--- src/rtl/trunk_bus_pkg.sv ---
// Constants for the trunk frame bus master
//
// Overview of operation
// - Master picks one bus and controller, confirms it on the activation confirm lead.
// - Address leads named by bus 0 or 1, bit 00 to 36, polarity.
// - Scanner address is a low order group and a high order group, eight pairs each.
// - One extra pair carries maintenance test orders, apart from both groups.
// - Master must not address the scanner again within 7 us.
package trunk_bus_pkg;
  localparam int CLK_NS        = 20;
  localparam int PULSE_NS      = 500;
  localparam int LISTEN_NS     = 3000;
  localparam int MIN_SPACE_NS  = 7000;
  // Cycle counts; least times round up
  localparam int PULSE_CYC     = (PULSE_NS + CLK_NS - 1) / CLK_NS;
  localparam int LISTEN_CYC    = (LISTEN_NS + CLK_NS - 1) / CLK_NS;
  localparam int SPACE_CYC     = (MIN_SPACE_NS + CLK_NS - 1) / CLK_NS;
  localparam int ADDR_BITS     = 37;
  localparam int RELAY_BITS    = 28;
  localparam int ENABLE_PAIRS  = 6;
  localparam int SENSORS       = 16;
  localparam int GROUP_PAIRS   = 8;
  localparam int LOW_POS       = 0;
  localparam int HIGH_POS      = 8;
  localparam int MAINT_POS     = 16;
  localparam logic [2:0] TGT_SCAN0  = 3'h0;
  localparam logic [2:0] TGT_SCAN1  = 3'h1;
  localparam logic [2:0] TGT_LAST   = 3'h5;
  typedef enum logic [2:0] {
    ST_IDLE   = 3'h0,
    ST_ENABLE = 3'h1,
    ST_ADDR   = 3'h3,
    ST_LISTEN = 3'h2,
    ST_SPACE  = 3'h6
  } state_type;
endpackage : trunk_bus_pkg

--- src/rtl/trunk_bus_master.sv ---
// Bus master that drives the trunk frame front end over the duplicated address buses
`timescale 1ns/1ps
`default_nettype none
module trunk_bus_master
  import trunk_bus_pkg::*;
(
  input  wire logic                    clk,
  input  wire logic                    reset,
  input  wire logic                    ce,
  input  wire logic                    cmd_valid,
  input  wire logic [2:0]              cmd_target,
  input  wire logic                    cmd_bus,
  input  wire logic [5:0]              cmd_row,
  input  wire logic                    cmd_maint,
  input  wire logic [RELAY_BITS-1:0]   cmd_relay_addr,
  input  wire logic [ENABLE_PAIRS-1:0] confirm_bus0,
  input  wire logic [ENABLE_PAIRS-1:0] confirm_bus1,
  input  wire logic [SENSORS-1:0]      scan_result_bus,
  input  wire logic                    single_row_ok_pulse,
  output logic                         ready_ff,
  output logic                         done_ff,
  output logic                         confirm_ok_ff,
  output logic                         row_ok_ff,
  output logic [SENSORS-1:0]           result_ff,
  output logic [ENABLE_PAIRS-1:0]      bus0_enable_ff,
  output logic [ENABLE_PAIRS-1:0]      bus1_enable_ff,
  output logic [ADDR_BITS-1:0]         bus0_addr_ff,
  output logic [ADDR_BITS-1:0]         bus1_addr_ff
);
  state_type                state_ff, nxt_state;
  logic [8:0]               tmr_ff, nxt_tmr;
  logic [2:0]               tgt_ff, nxt_tgt;
  logic                     bus_ff, nxt_bus;
  logic [ADDR_BITS-1:0]     word_ff, nxt_word;
  logic                     nxt_ready, nxt_done, nxt_confirm_ok, nxt_row_ok;
  logic [SENSORS-1:0]       nxt_result;
  logic [ENABLE_PAIRS-1:0]  nxt_en0, nxt_en1;
  logic [ADDR_BITS-1:0]     nxt_ad0, nxt_ad1;
  logic                     take;
  logic                     is_scan;
  logic                     confirm_hit;

  assign take = cmd_valid && ready_ff && (cmd_target <= TGT_LAST);
  assign is_scan = (tgt_ff == TGT_SCAN0) || (tgt_ff == TGT_SCAN1);
  // Echo is taken only from the pair that was enabled, on the bus in use
  assign confirm_hit = bus_ff ? confirm_bus1[tgt_ff] : confirm_bus0[tgt_ff];

  // Address word: scanner gets one pair per group or the test pair alone
  function automatic logic [ADDR_BITS-1:0] build_word(input logic [2:0] tgt,
                                                      input logic [5:0] row,
                                                      input logic maint,
                                                      input logic [RELAY_BITS-1:0] raddr);
    logic [ADDR_BITS-1:0] w;
    w = '0;
    if (tgt == TGT_SCAN0 || tgt == TGT_SCAN1) begin
      if (maint) begin
        w[MAINT_POS] = 1'b1;
      end else begin
        w[LOW_POS + 32'(row[2:0])]  = 1'b1;
        w[HIGH_POS + 32'(row[5:3])] = 1'b1;
      end
    end else begin
      // Operate or release is part of this word; the front end decodes it
      w[RELAY_BITS-1:0] = raddr;
    end
    return w;
  endfunction : build_word

  always_comb begin
    nxt_state      = state_ff;
    nxt_tmr        = tmr_ff;
    nxt_tgt        = tgt_ff;
    nxt_bus        = bus_ff;
    nxt_word       = word_ff;
    nxt_done       = 1'b0;
    nxt_confirm_ok = confirm_ok_ff;
    nxt_row_ok     = row_ok_ff;
    nxt_result     = result_ff;
    case (state_ff)
      ST_IDLE: begin
        nxt_tmr = '0;
        if (take) begin
          nxt_state      = ST_ENABLE;
          nxt_tgt        = cmd_target;
          nxt_bus        = cmd_bus;
          nxt_word       = build_word(cmd_target, cmd_row, cmd_maint, cmd_relay_addr);
          nxt_confirm_ok = 1'b0;
          nxt_row_ok     = 1'b0;
          nxt_result     = '0;
        end
      end
      ST_ENABLE: begin
        nxt_tmr = tmr_ff + 9'h001;
        if (tmr_ff == 9'(PULSE_CYC - 1)) nxt_state = ST_ADDR;
      end
      ST_ADDR: begin
        nxt_tmr = tmr_ff + 9'h001;
        if (tmr_ff == 9'(2 * PULSE_CYC - 1)) nxt_state = ST_LISTEN;
      end
      ST_LISTEN: begin
        nxt_tmr = tmr_ff + 9'h001;
        if (confirm_hit) nxt_confirm_ok = 1'b1;
        // A set bit means no loop current on that sensor
        if (is_scan) nxt_result = result_ff | scan_result_bus;
        if (is_scan && single_row_ok_pulse) nxt_row_ok = 1'b1;
        if (tmr_ff == 9'(LISTEN_CYC - 1)) nxt_state = ST_SPACE;
      end
      ST_SPACE: begin
        nxt_tmr = tmr_ff + 9'h001;
        // Spacing counts from address start so back to back scans stay legal
        if (tmr_ff == 9'(PULSE_CYC + SPACE_CYC - 1)) begin
          nxt_state = ST_IDLE;
          nxt_done  = 1'b1;
        end
      end
      default: begin
        nxt_state = ST_IDLE;
        nxt_tmr   = '0;
      end
    endcase
    nxt_ready = (nxt_state == ST_IDLE);
    nxt_en0 = '0;
    nxt_en1 = '0;
    nxt_ad0 = '0;
    nxt_ad1 = '0;
    if (nxt_state == ST_ENABLE) begin
      if (nxt_bus) nxt_en1[nxt_tgt] = 1'b1;
      else         nxt_en0[nxt_tgt] = 1'b1;
    end
    if (nxt_state == ST_ADDR) begin
      if (nxt_bus) nxt_ad1 = nxt_word;
      else         nxt_ad0 = nxt_word;
    end
  end

  always_ff @(posedge clk) begin
    if (reset) begin
      state_ff       <= ST_IDLE;
      tmr_ff         <= '0;
      tgt_ff         <= '0;
      bus_ff         <= 1'b0;
      word_ff        <= '0;
      ready_ff       <= 1'b0;
      done_ff        <= 1'b0;
      confirm_ok_ff  <= 1'b0;
      row_ok_ff      <= 1'b0;
      result_ff      <= '0;
      bus0_enable_ff <= '0;
      bus1_enable_ff <= '0;
      bus0_addr_ff   <= '0;
      bus1_addr_ff   <= '0;
    end else if (ce) begin
      state_ff       <= nxt_state;
      tmr_ff         <= nxt_tmr;
      tgt_ff         <= nxt_tgt;
      bus_ff         <= nxt_bus;
      word_ff        <= nxt_word;
      ready_ff       <= nxt_ready;
      done_ff        <= nxt_done;
      confirm_ok_ff  <= nxt_confirm_ok;
      row_ok_ff      <= nxt_row_ok;
      result_ff      <= nxt_result;
      bus0_enable_ff <= nxt_en0;
      bus1_enable_ff <= nxt_en1;
      bus0_addr_ff   <= nxt_ad0;
      bus1_addr_ff   <= nxt_ad1;
    end
  end

  // Helper logic for the checks below
  logic       en_any, ad_any, ad_rise;
  logic       ad_prev_ff;
  logic [9:0] since_ad_ff;
  logic [ADDR_BITS-1:0] ad_all;
  assign en_any  = |{bus0_enable_ff, bus1_enable_ff};
  assign ad_all  = bus0_addr_ff | bus1_addr_ff;
  assign ad_any  = |ad_all;
  assign ad_rise = ad_any && !ad_prev_ff;
  always_ff @(posedge clk) begin
    if (reset) begin
      ad_prev_ff  <= 1'b0;
      since_ad_ff <= 10'h3ff;
    end else if (ce) begin
      ad_prev_ff  <= ad_any;
      since_ad_ff <= ad_rise ? 10'h000 : (since_ad_ff == 10'h3ff ? since_ad_ff
                                                                  : since_ad_ff + 10'h001);
    end
  end

  property p_addr_spacing;
    @(posedge clk) disable iff (reset) ad_rise |-> since_ad_ff >= 10'(SPACE_CYC - 1);
  endproperty
  a_addr_spacing: assert property (p_addr_spacing) else $error("address repeat too soon");

  property p_one_path;
    @(posedge clk) disable iff (reset) $onehot0({bus0_enable_ff, bus1_enable_ff});
  endproperty
  a_one_path: assert property (p_one_path) else $error("more than one enable pair");

  property p_addr_after_enable;
    @(posedge clk) disable iff (reset || !ce) $rose(en_any) |-> ##25 (!en_any && ad_any);
  endproperty
  a_addr_after_enable: assert property (p_addr_after_enable)
    else $error("address not after enable");

  property p_one_bus;
    @(posedge clk) disable iff (reset) !(|bus0_addr_ff && |bus1_addr_ff);
  endproperty
  a_one_bus: assert property (p_one_bus) else $error("address on both buses");

  property p_groups;
    @(posedge clk) disable iff (reset) (ad_any && is_scan && !ad_all[MAINT_POS]) |->
      ($onehot(ad_all[HIGH_POS-1:LOW_POS]) && $onehot(ad_all[MAINT_POS-1:HIGH_POS]));
  endproperty
  a_groups: assert property (p_groups) else $error("scan group not one pair each");

  property p_maint_alone;
    @(posedge clk) disable iff (reset) (is_scan && ad_all[MAINT_POS]) |->
      ad_all[MAINT_POS-1:0] == '0;
  endproperty
  a_maint_alone: assert property (p_maint_alone) else $error("test pair not alone");

  c_scan:  cover property (@(posedge clk) disable iff (reset) done_ff && is_scan && row_ok_ff);
  c_relay: cover property (@(posedge clk) disable iff (reset)
                           done_ff && !is_scan && confirm_ok_ff);
  c_bus1:  cover property (@(posedge clk) disable iff (reset) $rose(|bus1_enable_ff));
endmodule : trunk_bus_master
`default_nettype wire

--- config.mk ---
export PLATFORM = sky130hd
export DESIGN_NAME = trunk_bus_master
export DESIGN_NICKNAME = d
export VERILOG_FILES = /design/src/rtl/trunk_bus_pkg.sv /design/src/rtl/trunk_bus_master.sv
export SDC_FILE = /design/constraint.sdc
export NUM_CORES = 1
export LEC_CHECK = 0
export BUFFER_PORTS_ARGS = -buffer_cell sky130_fd_sc_hd__buf_2
export CAP_MARGIN = 10
export CORE_MARGIN = 2
export CORE_UTILIZATION = 50
export DETAILED_ROUTE_END_ITERATION = 10
export PLACE_DENSITY = 0.76
export SYNTH_ARGS = -nofsm -noshare
export SYNTH_HDL_FRONTEND = slang
export SYNTH_SLANG_ARGS = --single-unit
--- constraint.sdc ---
create_clock -name clk -period 3.6 [get_ports clk]
set_input_delay 0.54 -clock clk [delete_from_list [all_inputs] [get_ports clk]]
set_output_delay 0.54 -clock clk [all_outputs]
set_load 0.02 [all_outputs]
* After elaboration in Yosys (flattened, before gate mapping)
Index checks and enable logic that the tools add are counted.
** Cells by class
- Add/sub/neg operators :: 2
- Order comparisons :: 8
- Eq/ne operators :: 16
- Muxes and demuxes :: 47
- Bitwise operators :: 2
- Reduce and logical (&&, ||, !) cells :: 17
** Operator list (count)
- $mux 37 :: 6
- $mux 16 :: 3
- $or 8x37->37 :: 1
- $pmux 16 s2 :: 1
- $mux 28 :: 1
- $mux 6 :: 4
- $mux 3 :: 7
- $mux 20 :: 1
- $mux 9 :: 2
- $or 16x16->16 :: 1
- $pmux 3 s5 :: 1
- $mux 1 :: 14
- $eq 3x1->1 const B :: 4
- $logic_not 3->1 :: 4
- $reduce_and 4->1 :: 3
- $add 9x1->9 const B :: 1
- $eq 3x2->1 const B :: 3
- $eq 9x5->1 const B :: 1
- $eq 9x6->1 const B :: 1
- $eq 9x8->1 const B :: 1
- $eq 9x9->1 const B :: 1
- $lt 3x4->1 const B :: 2
- $ne 2x2->1 const B :: 4
- $lt 3x7->1 const B :: 1
- other kinds (14) :: 24
** Storage, ports and cells
- Register bits :: 159
- Bits of input ports :: 72
- Output and inout bits :: 106
- Word-level logic and storage cells :: 106

* Logic depth before layout (Yosys ltp)
Gate-level depths: netlist of the first run.
- Word-level depth :: 12
- Mapped depth :: 8
- Depth with buffers taken out :: 6

* Worst setup path before layout of the first run
Ideal clock, no wire load.
- Path type :: input -> register
- Start :: in cmd_target[1]
- End :: reg bus1_enable_ff[0]
- Setup time :: 87 ps
- Arrival :: 2013 ps
- Data required time :: 3513 ps
- Path slack :: 1500 ps
- Stages on the path :: 6
- Path buffers :: 2
- Path through :: clkbuf_1 -> nand2_1 -> a21o_1 -> or4b_2 -> buf_2 -> o31ai_1
** On the way
- Longest elaborated chain between the ends :: 10
- Elaborated cells on any way between the ends :: 16
- Those cells by class :: order compare: 3; eq/ne: 1; mux: 10; reduce/logical: 2
** Ends and longest elaborated chain
- from (decl) :: line trunk_bus_master.sv:11 : input wire logic [2:0] cmd_target,
- $le 3x3->1 :: line trunk_bus_master.sv:43 : assign take = cmd_valid && ready_ff && (cmd_target <= TGT_LAST);
- $logic_and 1x1->1 :: line trunk_bus_master.sv:43
- $mux 3 :: line trunk_bus_master.sv:82 : if (take) begin
- $mux 3 :: line trunk_bus_master.sv:79 : case (state_ff)
- $lt 3x4->1 (implied by the code) / $ge 3x1->1 (equally long branches) :: line trunk_bus_master.sv:127 : if (nxt_bus) nxt_en1[nxt_tgt] = 1'b1;
- $logic_and 1x1->1 (implied by the code) :: line trunk_bus_master.sv:127
- $mux 1 (implied by the code) :: line trunk_bus_master.sv:127
- $demux 1 s3 :: line trunk_bus_master.sv:127
- $mux 6 :: line trunk_bus_master.sv:127
- $mux 6 * :: line trunk_bus_master.sv:126 : if (nxt_state == ST_ENABLE) begin
- to (signal assigned) :: line trunk_bus_master.sv:164 : bus1_enable_ff <= nxt_en1;
- to (decl) :: line trunk_bus_master.sv:26 : output logic [ENABLE_PAIRS-1:0] bus1_enable_ff,
Mark *: on every way between the ends. The rest lies on a longest branch, timed or not.
A chain may end at the register's enable or synchronous reset.

* Final worst setup path of the first run
- Start :: reg state_ff[0]
- End :: reg bus0_addr_ff[18]
** On the way
- Longest elaborated chain between the ends :: 4
- Elaborated cells on any way between the ends :: 16
- Those cells by class :: eq/ne: 5; mux: 10; reduce/logical: 1
** Ends and longest elaborated chain
- from (decl) :: line trunk_bus_master.sv:30 : state_type state_ff, nxt_state;
- from (signal assigned) :: line trunk_bus_master.sv:153 : state_ff <= nxt_state;
- $eq 3x3->1 (tied with other cells) :: line trunk_bus_master.sv:79
- $pmux 3 s5 (tied with other cells) :: line trunk_bus_master.sv:79
- $eq 3x2->1 / $mux 37 (equally long branches) :: line trunk_bus_master.sv:130, trunk_bus_master.sv:131
- $mux 37 * :: line trunk_bus_master.sv:130 : if (nxt_state == ST_ADDR) begin
- to (signal assigned) :: line trunk_bus_master.sv:165 : bus0_addr_ff <= nxt_ad0;
- to (decl) :: line trunk_bus_master.sv:27 : output logic [ADDR_BITS-1:0] bus0_addr_ff,
Marked as above.

==> results_dict.tcl, run 1 <==
set metrics [dict create \
    maxCapViolations 0 \
    yosysMostFrequentCell "dfxtp_1" \
    critical-path-max-stage-delay_ns 0.56 \
    final-setup-viol-count 0 \
    ys_seq_area_share_pct 45.31 \
    wl_per_cell_um 16.94 \
    worst_slew_pin_slew_ns 0.8837 \
    holdPathEnd "result_ff[11]" \
    cts_root_buffer "clkbuf_16" \
    path_max_fanout 40 \
    routed_wl_um 19080 \
    layout_setup_ws_ns 0.8445 \
    synth_cell_types 62 \
    vdd_drop_max_mv 0.2617 \
    synth_commonest_cells "dfxtp_1, nand2_1, o31ai_1" \
    crit_slowest_cell "dfxtp_1" \
    utilization_pct 61.52 \
    synth-seq-cells 159 \
    grt_pass1_wl_um 29790 \
    cts_resized 0 \
    r2r_cells 5 \
    hpwl_um 12680 \
    rows 43 \
    fin_crit_ns 2.755 \
    htreeDepth 4 \
    area_delta_synth_final_pct 21.09 \
    via_per_inst 5.752 \
    grt_pass1_vias 5622 \
    hold_viol_final 0 \
    synth_edf_count 0 \
    pre_cts_slack_ns 0.7978 \
    route.detailed.drc 0 \
    synth_area_um2 7025 \
    end_kind "register" \
    synth_top_area_cell "dfxtp_1" \
    drive_gt1_share_pct 28.57 \
    slew_headroom_pct 40.54 \
    fmax_mhz 362.9 \
    grt-ovfl-total 0 \
    hold_buffers 0 \
    cts_buffers 17 \
    grt_max_degree 54 \
    gp_congestion 0.8132 \
    vias 6477 \
    worstHoldPathCells 3 \
    leakagePower_uw 0.003346 \
    period_share_pct 76.54 \
    synth.area.top_cells "dfxtp_1, nand2_1, o31ai_1" \
    reg2reg_setup_slack_ns 0.84 \
    critPathRequiredTime_ns 3.88 \
    synth_top_area_share_pct 45.31 \
    cts.sinks 159 \
    maxSlewViolCount 0 \
    timing.rr.start "state_ff[0]" \
    setup_tns_ns 0 \
    dieArea_um2 15010 \
    postSynthAreaPerCell_um2 8.848 \
    antenna_found_initial 2 \
    ctsLongestPathBuffers 2 \
    start_util_pct 50.81 \
    netlist_instances 794 \
    synth_flop_cell "dfxtp_1" \
    synth-async-reset-ratio_pct 0 \
    fp.coreArea_um2 13830 \
    syn_nets 870 \
    dr.pass1.iters 5 \
    fin_nets 1010 \
    criticalPathCategory "reg -> reg" \
    postCtsSetupRepairBufs 0 \
    status "completed" \
    cp-start-kind "register" \
    min_from "scan_result_bus[11]" \
    die_x_um 122.5 \
    ant_nets 0 \
    hp-class "in -> reg" \
    path_clk_slew_ns 0.06 \
    drt-initial-drc-count 497 \
    p_per_area_nw_per_um2 455.1 \
    clkLatencyLatePin_ns 0.43 \
    numPortBuffers 177 \
    cts_tree "done" \
    yosysWarnings 0 \
    rr_endpoint "bus0_addr_ff[18]" \
    cp_cell_sequence "or4b_4 > or4_4 > a22oi_4 > buf_12 > o31ai_1" \
    grt_usage_pct 25.50 \
    io_pins 178 \
    die_y_um 122.5 \
    skew_ns 0.006576 \
    rsz0062_at_grt "no" \
    cp.arrival_ns 3.04 \
]
## area by class of cell
class | count | area (um^2)
Fill cell | 1209 | 5320
Multi-Input combinational cell | 554 | 3480
Sequential cell | 159 | 3183
Timing Repair Buffer | 194 | 1026
Clock buffer | 18 | 439.2
Tap cell | 180 | 225.2
Clock inverter | 12 | 121.4
Inverter | 8 | 30.03
Antenna cell | 1 | 2.502
## through the flow
| step | instance area (um^2) | hold WS, ns | std cells | power [uW] |
|---|---|---|---|---|
| finish | 8507 | 0.3448 | 1126 | 3872 |
| global route | 8507 | 0.3410 | 1126 | 3996 |
| CTS | 8504 | 0.3355 | 1125 | 3881 |
| detailed placement | 7944 | 0.4337 | 1095 | 2176 |
| global placement | 7944 | 0.4302 | 1095 | 2172 |
| floorplan | 7025 | 0.4357 | 794 | 2058 |
## how the worst max path moves through the flow
stage                  start                end  slack (ns)  cells after the start
2_1_floorplan  cmd_target[1]  bus1_enable_ff[0]        1.50                      6
6_report         state_ff[0]   bus0_addr_ff[18]        0.84                      5
5_1_grt          state_ff[0]   bus1_addr_ff[35]        0.78                      5
4_1_cts          state_ff[0]   bus0_addr_ff[18]        0.87                      5
3_5_place_dp   cmd_target[1]       result_ff[7]        0.80                      5
3_3_place_gp   cmd_target[1]      result_ff[15]        0.85                      5
## routing by layer
metal	up-vias	track usage, %	wire length [um]
li1	3166	-	-
met1	3057	35.54	8767
met2	233	38.72	8732
met3	19	7.063	1366
met4	2	7.256	189
met5	-	0	20
## power breakdown
group	leakage [uW]	switching [uW]	internal [uW]	total [uW]
Sequential	0.00128	21.4	1780	1800
Clock	0.000273	707	1020	1730
Combinational	0.00179	232	110	342
Total	0.00335	960	2910	3870
## cells in the final DEF (no fill, tap or decap), types with 4 or more instances in the layout
cell type  count
clkinv_2       6
nand2_1      157
nor2b_1        5
and3_1         9
nor2_1        42
buf_4         16
or3_1          4
clkbuf_16     17
nand3b_1       5
a31oi_1       29
a21oi_1       30
o31a_1        11
o31ai_1       67
nand3_1       19
a22o_1        12
o31ai_2       21
and4_1         4
xor2_1         5
nor4_1        20
a211oi_1       5
inv_1          8
or3b_2         8
o21ai_0       30
mux2i_1       18
dfxtp_1      159
ha_1           4
buf_2        177
## registers in the layout, summed over array words and instances (netlist names)
register and flops:
tmr_ff 9, bus0_addr_ff 37, bus1_addr_ff 37, done_ff 1, confirm_ok_ff 1, result_ff 16, state_ff 3, ready_ff 1
bus0_enable_ff 6, bus_ff 1, bus1_enable_ff 6, tgt_ff 3, word_ff 37, row_ok_ff 1
## kinds of logic after synthesis
kind of cell | after synthesis | synth area share, %
buf+inv | 81 | 5.414
fa+ha+maj | 4 | 0.7124
mux | 20 | 3.206
simple gates | 298 | 20.52
xor+xnor | 8 | 0.9974
compound gates | 224 | 23.85
flops | 159 | 45.31
## critical path: cells and delay by family (launching register included)
| family | cells | cell delay (ns) |
|---|---|---|
| AND/OR/NAND/NOR | 2 | 1.08 |
| AO/OA/AOI/OAI | 2 | 0.63 |
| flip-flops | 1 | 0.56 |
| buffers and inverters | 1 | 0.30 |
No activity file was read; power rests on OpenSTA's default activity.
==> run 2, diff against run 1 <==
--- a/config.mk
+++ b/config.mk
@@ -5,10 +5,11 @@
 export SDC_FILE = /design/constraint.sdc
 export NUM_CORES = 1
 export LEC_CHECK = 0
+export ABC_AREA = 1
 export BUFFER_PORTS_ARGS = -buffer_cell sky130_fd_sc_hd__buf_2
 export CAP_MARGIN = 10
 export CORE_MARGIN = 2
-export CORE_UTILIZATION = 50
+export CORE_UTILIZATION = 48
 export DETAILED_ROUTE_END_ITERATION = 10
 export PLACE_DENSITY = 0.76
 export SYNTH_ARGS = -nofsm -noshare
==> constraint.sdc (replaced) <==
create_clock -name clk -period 2.5 [get_ports clk]
set_input_delay 0.375 -clock clk [delete_from_list [all_inputs] [get_ports clk]]
set_output_delay 0.375 -clock clk [all_outputs]
set_load 0.02 [all_outputs]
==> run 2 against run 1 <==
Clock skew increased by 0.0037 ns. Clock power increased by 51%. Critical path type unchanged. Die area increased by 8.2%. Non-clock buffer count unchanged. Sequential share of layout area decreased by 1.5 points. Design area increased by 4.2%. Largest cell class unchanged. Global-route usage decreased by 2.6 points. Cell count increased by 25%.
==> results_dict.tcl, run 2 <==
set metrics [dict create \
    p_seq_share_pct 45.6 \
    cp-start-kind "register" \
    io_pins 178 \
    cts.sinks 159 \
    synth.area.top_cells "dfxtp_1, nor2_1, nand2_1" \
    gp_congestion 0.8648 \
    status "completed" \
    htreeDepth 4 \
    antenna_found_initial 1 \
    synth_cell_types 37 \
    crit_slowest_cell "o21ai_4" \
    synth_flop_cell "dfxtp_1" \
    dr.pass1.iters 5 \
    die_y_um 127.4 \
    syn_nets 1125 \
    postCtsSetupRepairBufs 0 \
    cts_buffers 17 \
    die_x_um 127.4 \
    p_per_area_nw_per_um2 638.2 \
    cts_root_buffer "clkbuf_16" \
    vias 6990 \
    period_share_pct 82.56 \
    yosysMostFrequentCell "nor2_1" \
    synth_edf_count 0 \
    cts_resized 0 \
    fin_nets 1279 \
    synth-async-reset-ratio_pct 0 \
    final-setup-viol-count 0 \
    fp.coreArea_um2 15030 \
    synth_area_um2 7313 \
    drt-initial-drc-count 529 \
    start_util_pct 48.65 \
    p_sw_uw 1449 \
    leakagePower_uw 0.003778 \
    hold_viol_final 0 \
    synth-seq-cells 159 \
    worst_slew_pin_slew_ns 1.074 \
    vdd_drop_max_mv 0.4299 \
    hp-class "in -> reg" \
    final_common_cell "nor2_1" \
    drive_gt1_share_pct 23.68 \
    ys_seq_area_share_pct 43.52 \
    fmax_mhz 484.5 \
    top_regs "bus0_addr_ff: 37 flops, bus1_addr_ff: 37 flops, word_ff: 37 flops" \
    ctsLongestPathBuffers 2 \
    area_delta_synth_final_pct 21.21 \
    maxCapViolations 0 \
    critical-path-max-stage-delay_ns 0.82 \
    yosysWarnings 0 \
    criticalPathCategory "reg -> reg" \
    rows 45 \
    layout_setup_ws_ns 0.4360 \
    fin_crit_ns 2.064 \
    cp.arrival_ns 2.34 \
    pwr-share-comb_pct 8.0 \
    grt_pass1_vias 6322 \
    numPortBuffers 177 \
    routed_wl_um 18290 \
    path_max_fanout 30 \
    hold_buffers 0 \
    postSynthAreaPerCell_um2 6.972 \
    critPathRequiredTime_ns 2.77 \
    layout_common_cells "nor2_1, nand2_1, buf_2, dfxtp_1, nand3_1" \
    slew_headroom_pct 28.15 \
    crit_family "compound AO/OA/AOI/OAI gates" \
    wl_per_cell_um 13.02 \
    synth_top_area_share_pct 43.52 \
    route.detailed.drc 0 \
    skew_ns 0.01030 \
    grt_pass1_wl_um 30240 \
    ant_nets 0 \
    rsz0062_at_grt "no" \
    maxSlewViolCount 0 \
    worst-path-buf-inv 1 \
    clkLatencyLatePin_ns 0.43 \
    grt_max_degree 62 \
    via_per_inst 4.975 \
    dieArea_um2 16240 \
    crit_top_cell "nor2_4" \
    grt-ovfl-total 0 \
    netlist_instances 1049 \
    switching_share_pct 25.61 \
    synth_top_area_cell "dfxtp_1" \
    cp_cell_sequence "clkinv_2 > nand3_4 > nor2_4 > o21ai_4 > nor2_4 > nand3_1 > a21oi_1" \
    path_clk_slew_ns 0.07 \
    pre_cts_slack_ns 0.2890 \
    grt_usage_pct 22.89 \
    pwr-share-clk_pct 46.4 \
    setup_tns_ns 0 \
    synth_commonest_cells "nor2_1, nand2_1, dfxtp_1" \
    end_kind "register" \
    internal_power_uw 4209 \
    power.total_uw 5658 \
    hpwl_um 12630 \
    cts_tree "done" \
]
## run 2: cell families (layout without fill, tap and decap cells)
| kind of cell | after synthesis | after routing | synth area share (%) |
|---|---|---|---|
| adder cells (fa/ha/maj) | 4 | 4 | 0.6844 |
| XOR/XNOR | 1 | 1 | 0.1198 |
| AND/OR/NAND/NOR | 586 | 586 | 34.94 |
| other | 0 | 1 | 0 |
| buffers and inverters | 164 | 331 | 9.974 |
| flip-flops | 159 | 159 | 43.52 |
| AO/OA/AOI/OAI | 135 | 135 | 10.76 |
## run 2: worst paths after layout
kind                                    startpoint               end  slack [ns]  cells after the start
worst min register to register         word_ff[33]       word_ff[33]        0.44                      2
worst max register to register         state_ff[2]  bus0_addr_ff[30]        0.44                      7
worst min-delay path            scan_result_bus[9]      result_ff[9]        0.19                      3
worst max-delay path                   state_ff[2]  bus0_addr_ff[30]        0.44                      7
## run 2: area by class of cell
class	instances	area [um^2]
fillers	1386	6168
clock inverters	15	175.2
multi-input cells	726	3401
clock buffers	17	425.4
well taps	188	235.2
diodes	1	2.502
inverters	105	401.6
flip-flops and latches	159	3183
repair buffers	194	1041
## run 2: stage by stage
stage	cells	cell area, um^2	util (%)	hold WS, ns
final	1405	8865	58.97	0.1892
after global routing	1404	8862	58.95	0.1805
after CTS	1404	8862	58.95	0.1728
after detailed placement	1372	8262	54.96	0.4270
after global placement	1372	8262	54.96	0.4156
after floorplan	1049	7313	-	0.4084
## run 2: power groups by stage
stage / sequential, uW / combinational (uW) / clock [uW]
after floorplan: 2660 / 289 / 0
after global placement: 2640 / 449 / 0
after detailed placement: 2640 / 450 / 0
after CTS: 2580 / 452 / 2670
after global routing: 2580 / 505 / 2770
final: 2580 / 451 / 2620
## run 2: per-layer routing
metal	GRT usage, %	up-vias	share of wire, %
met1	30.41	3114	46
met4	8.274	0	1.8
met2	36.58	218	46
met5	0	-	0
met3	5.235	24	6.2
li1	-	3634	-
## run 2: worst register-to-register path, delay by kind of cell, from the launching register on
kind            cells  cell delay [ns]
compound gates      2             0.90
simple gates        4             0.54
flops               1             0.37
buf+inv             1             0.12
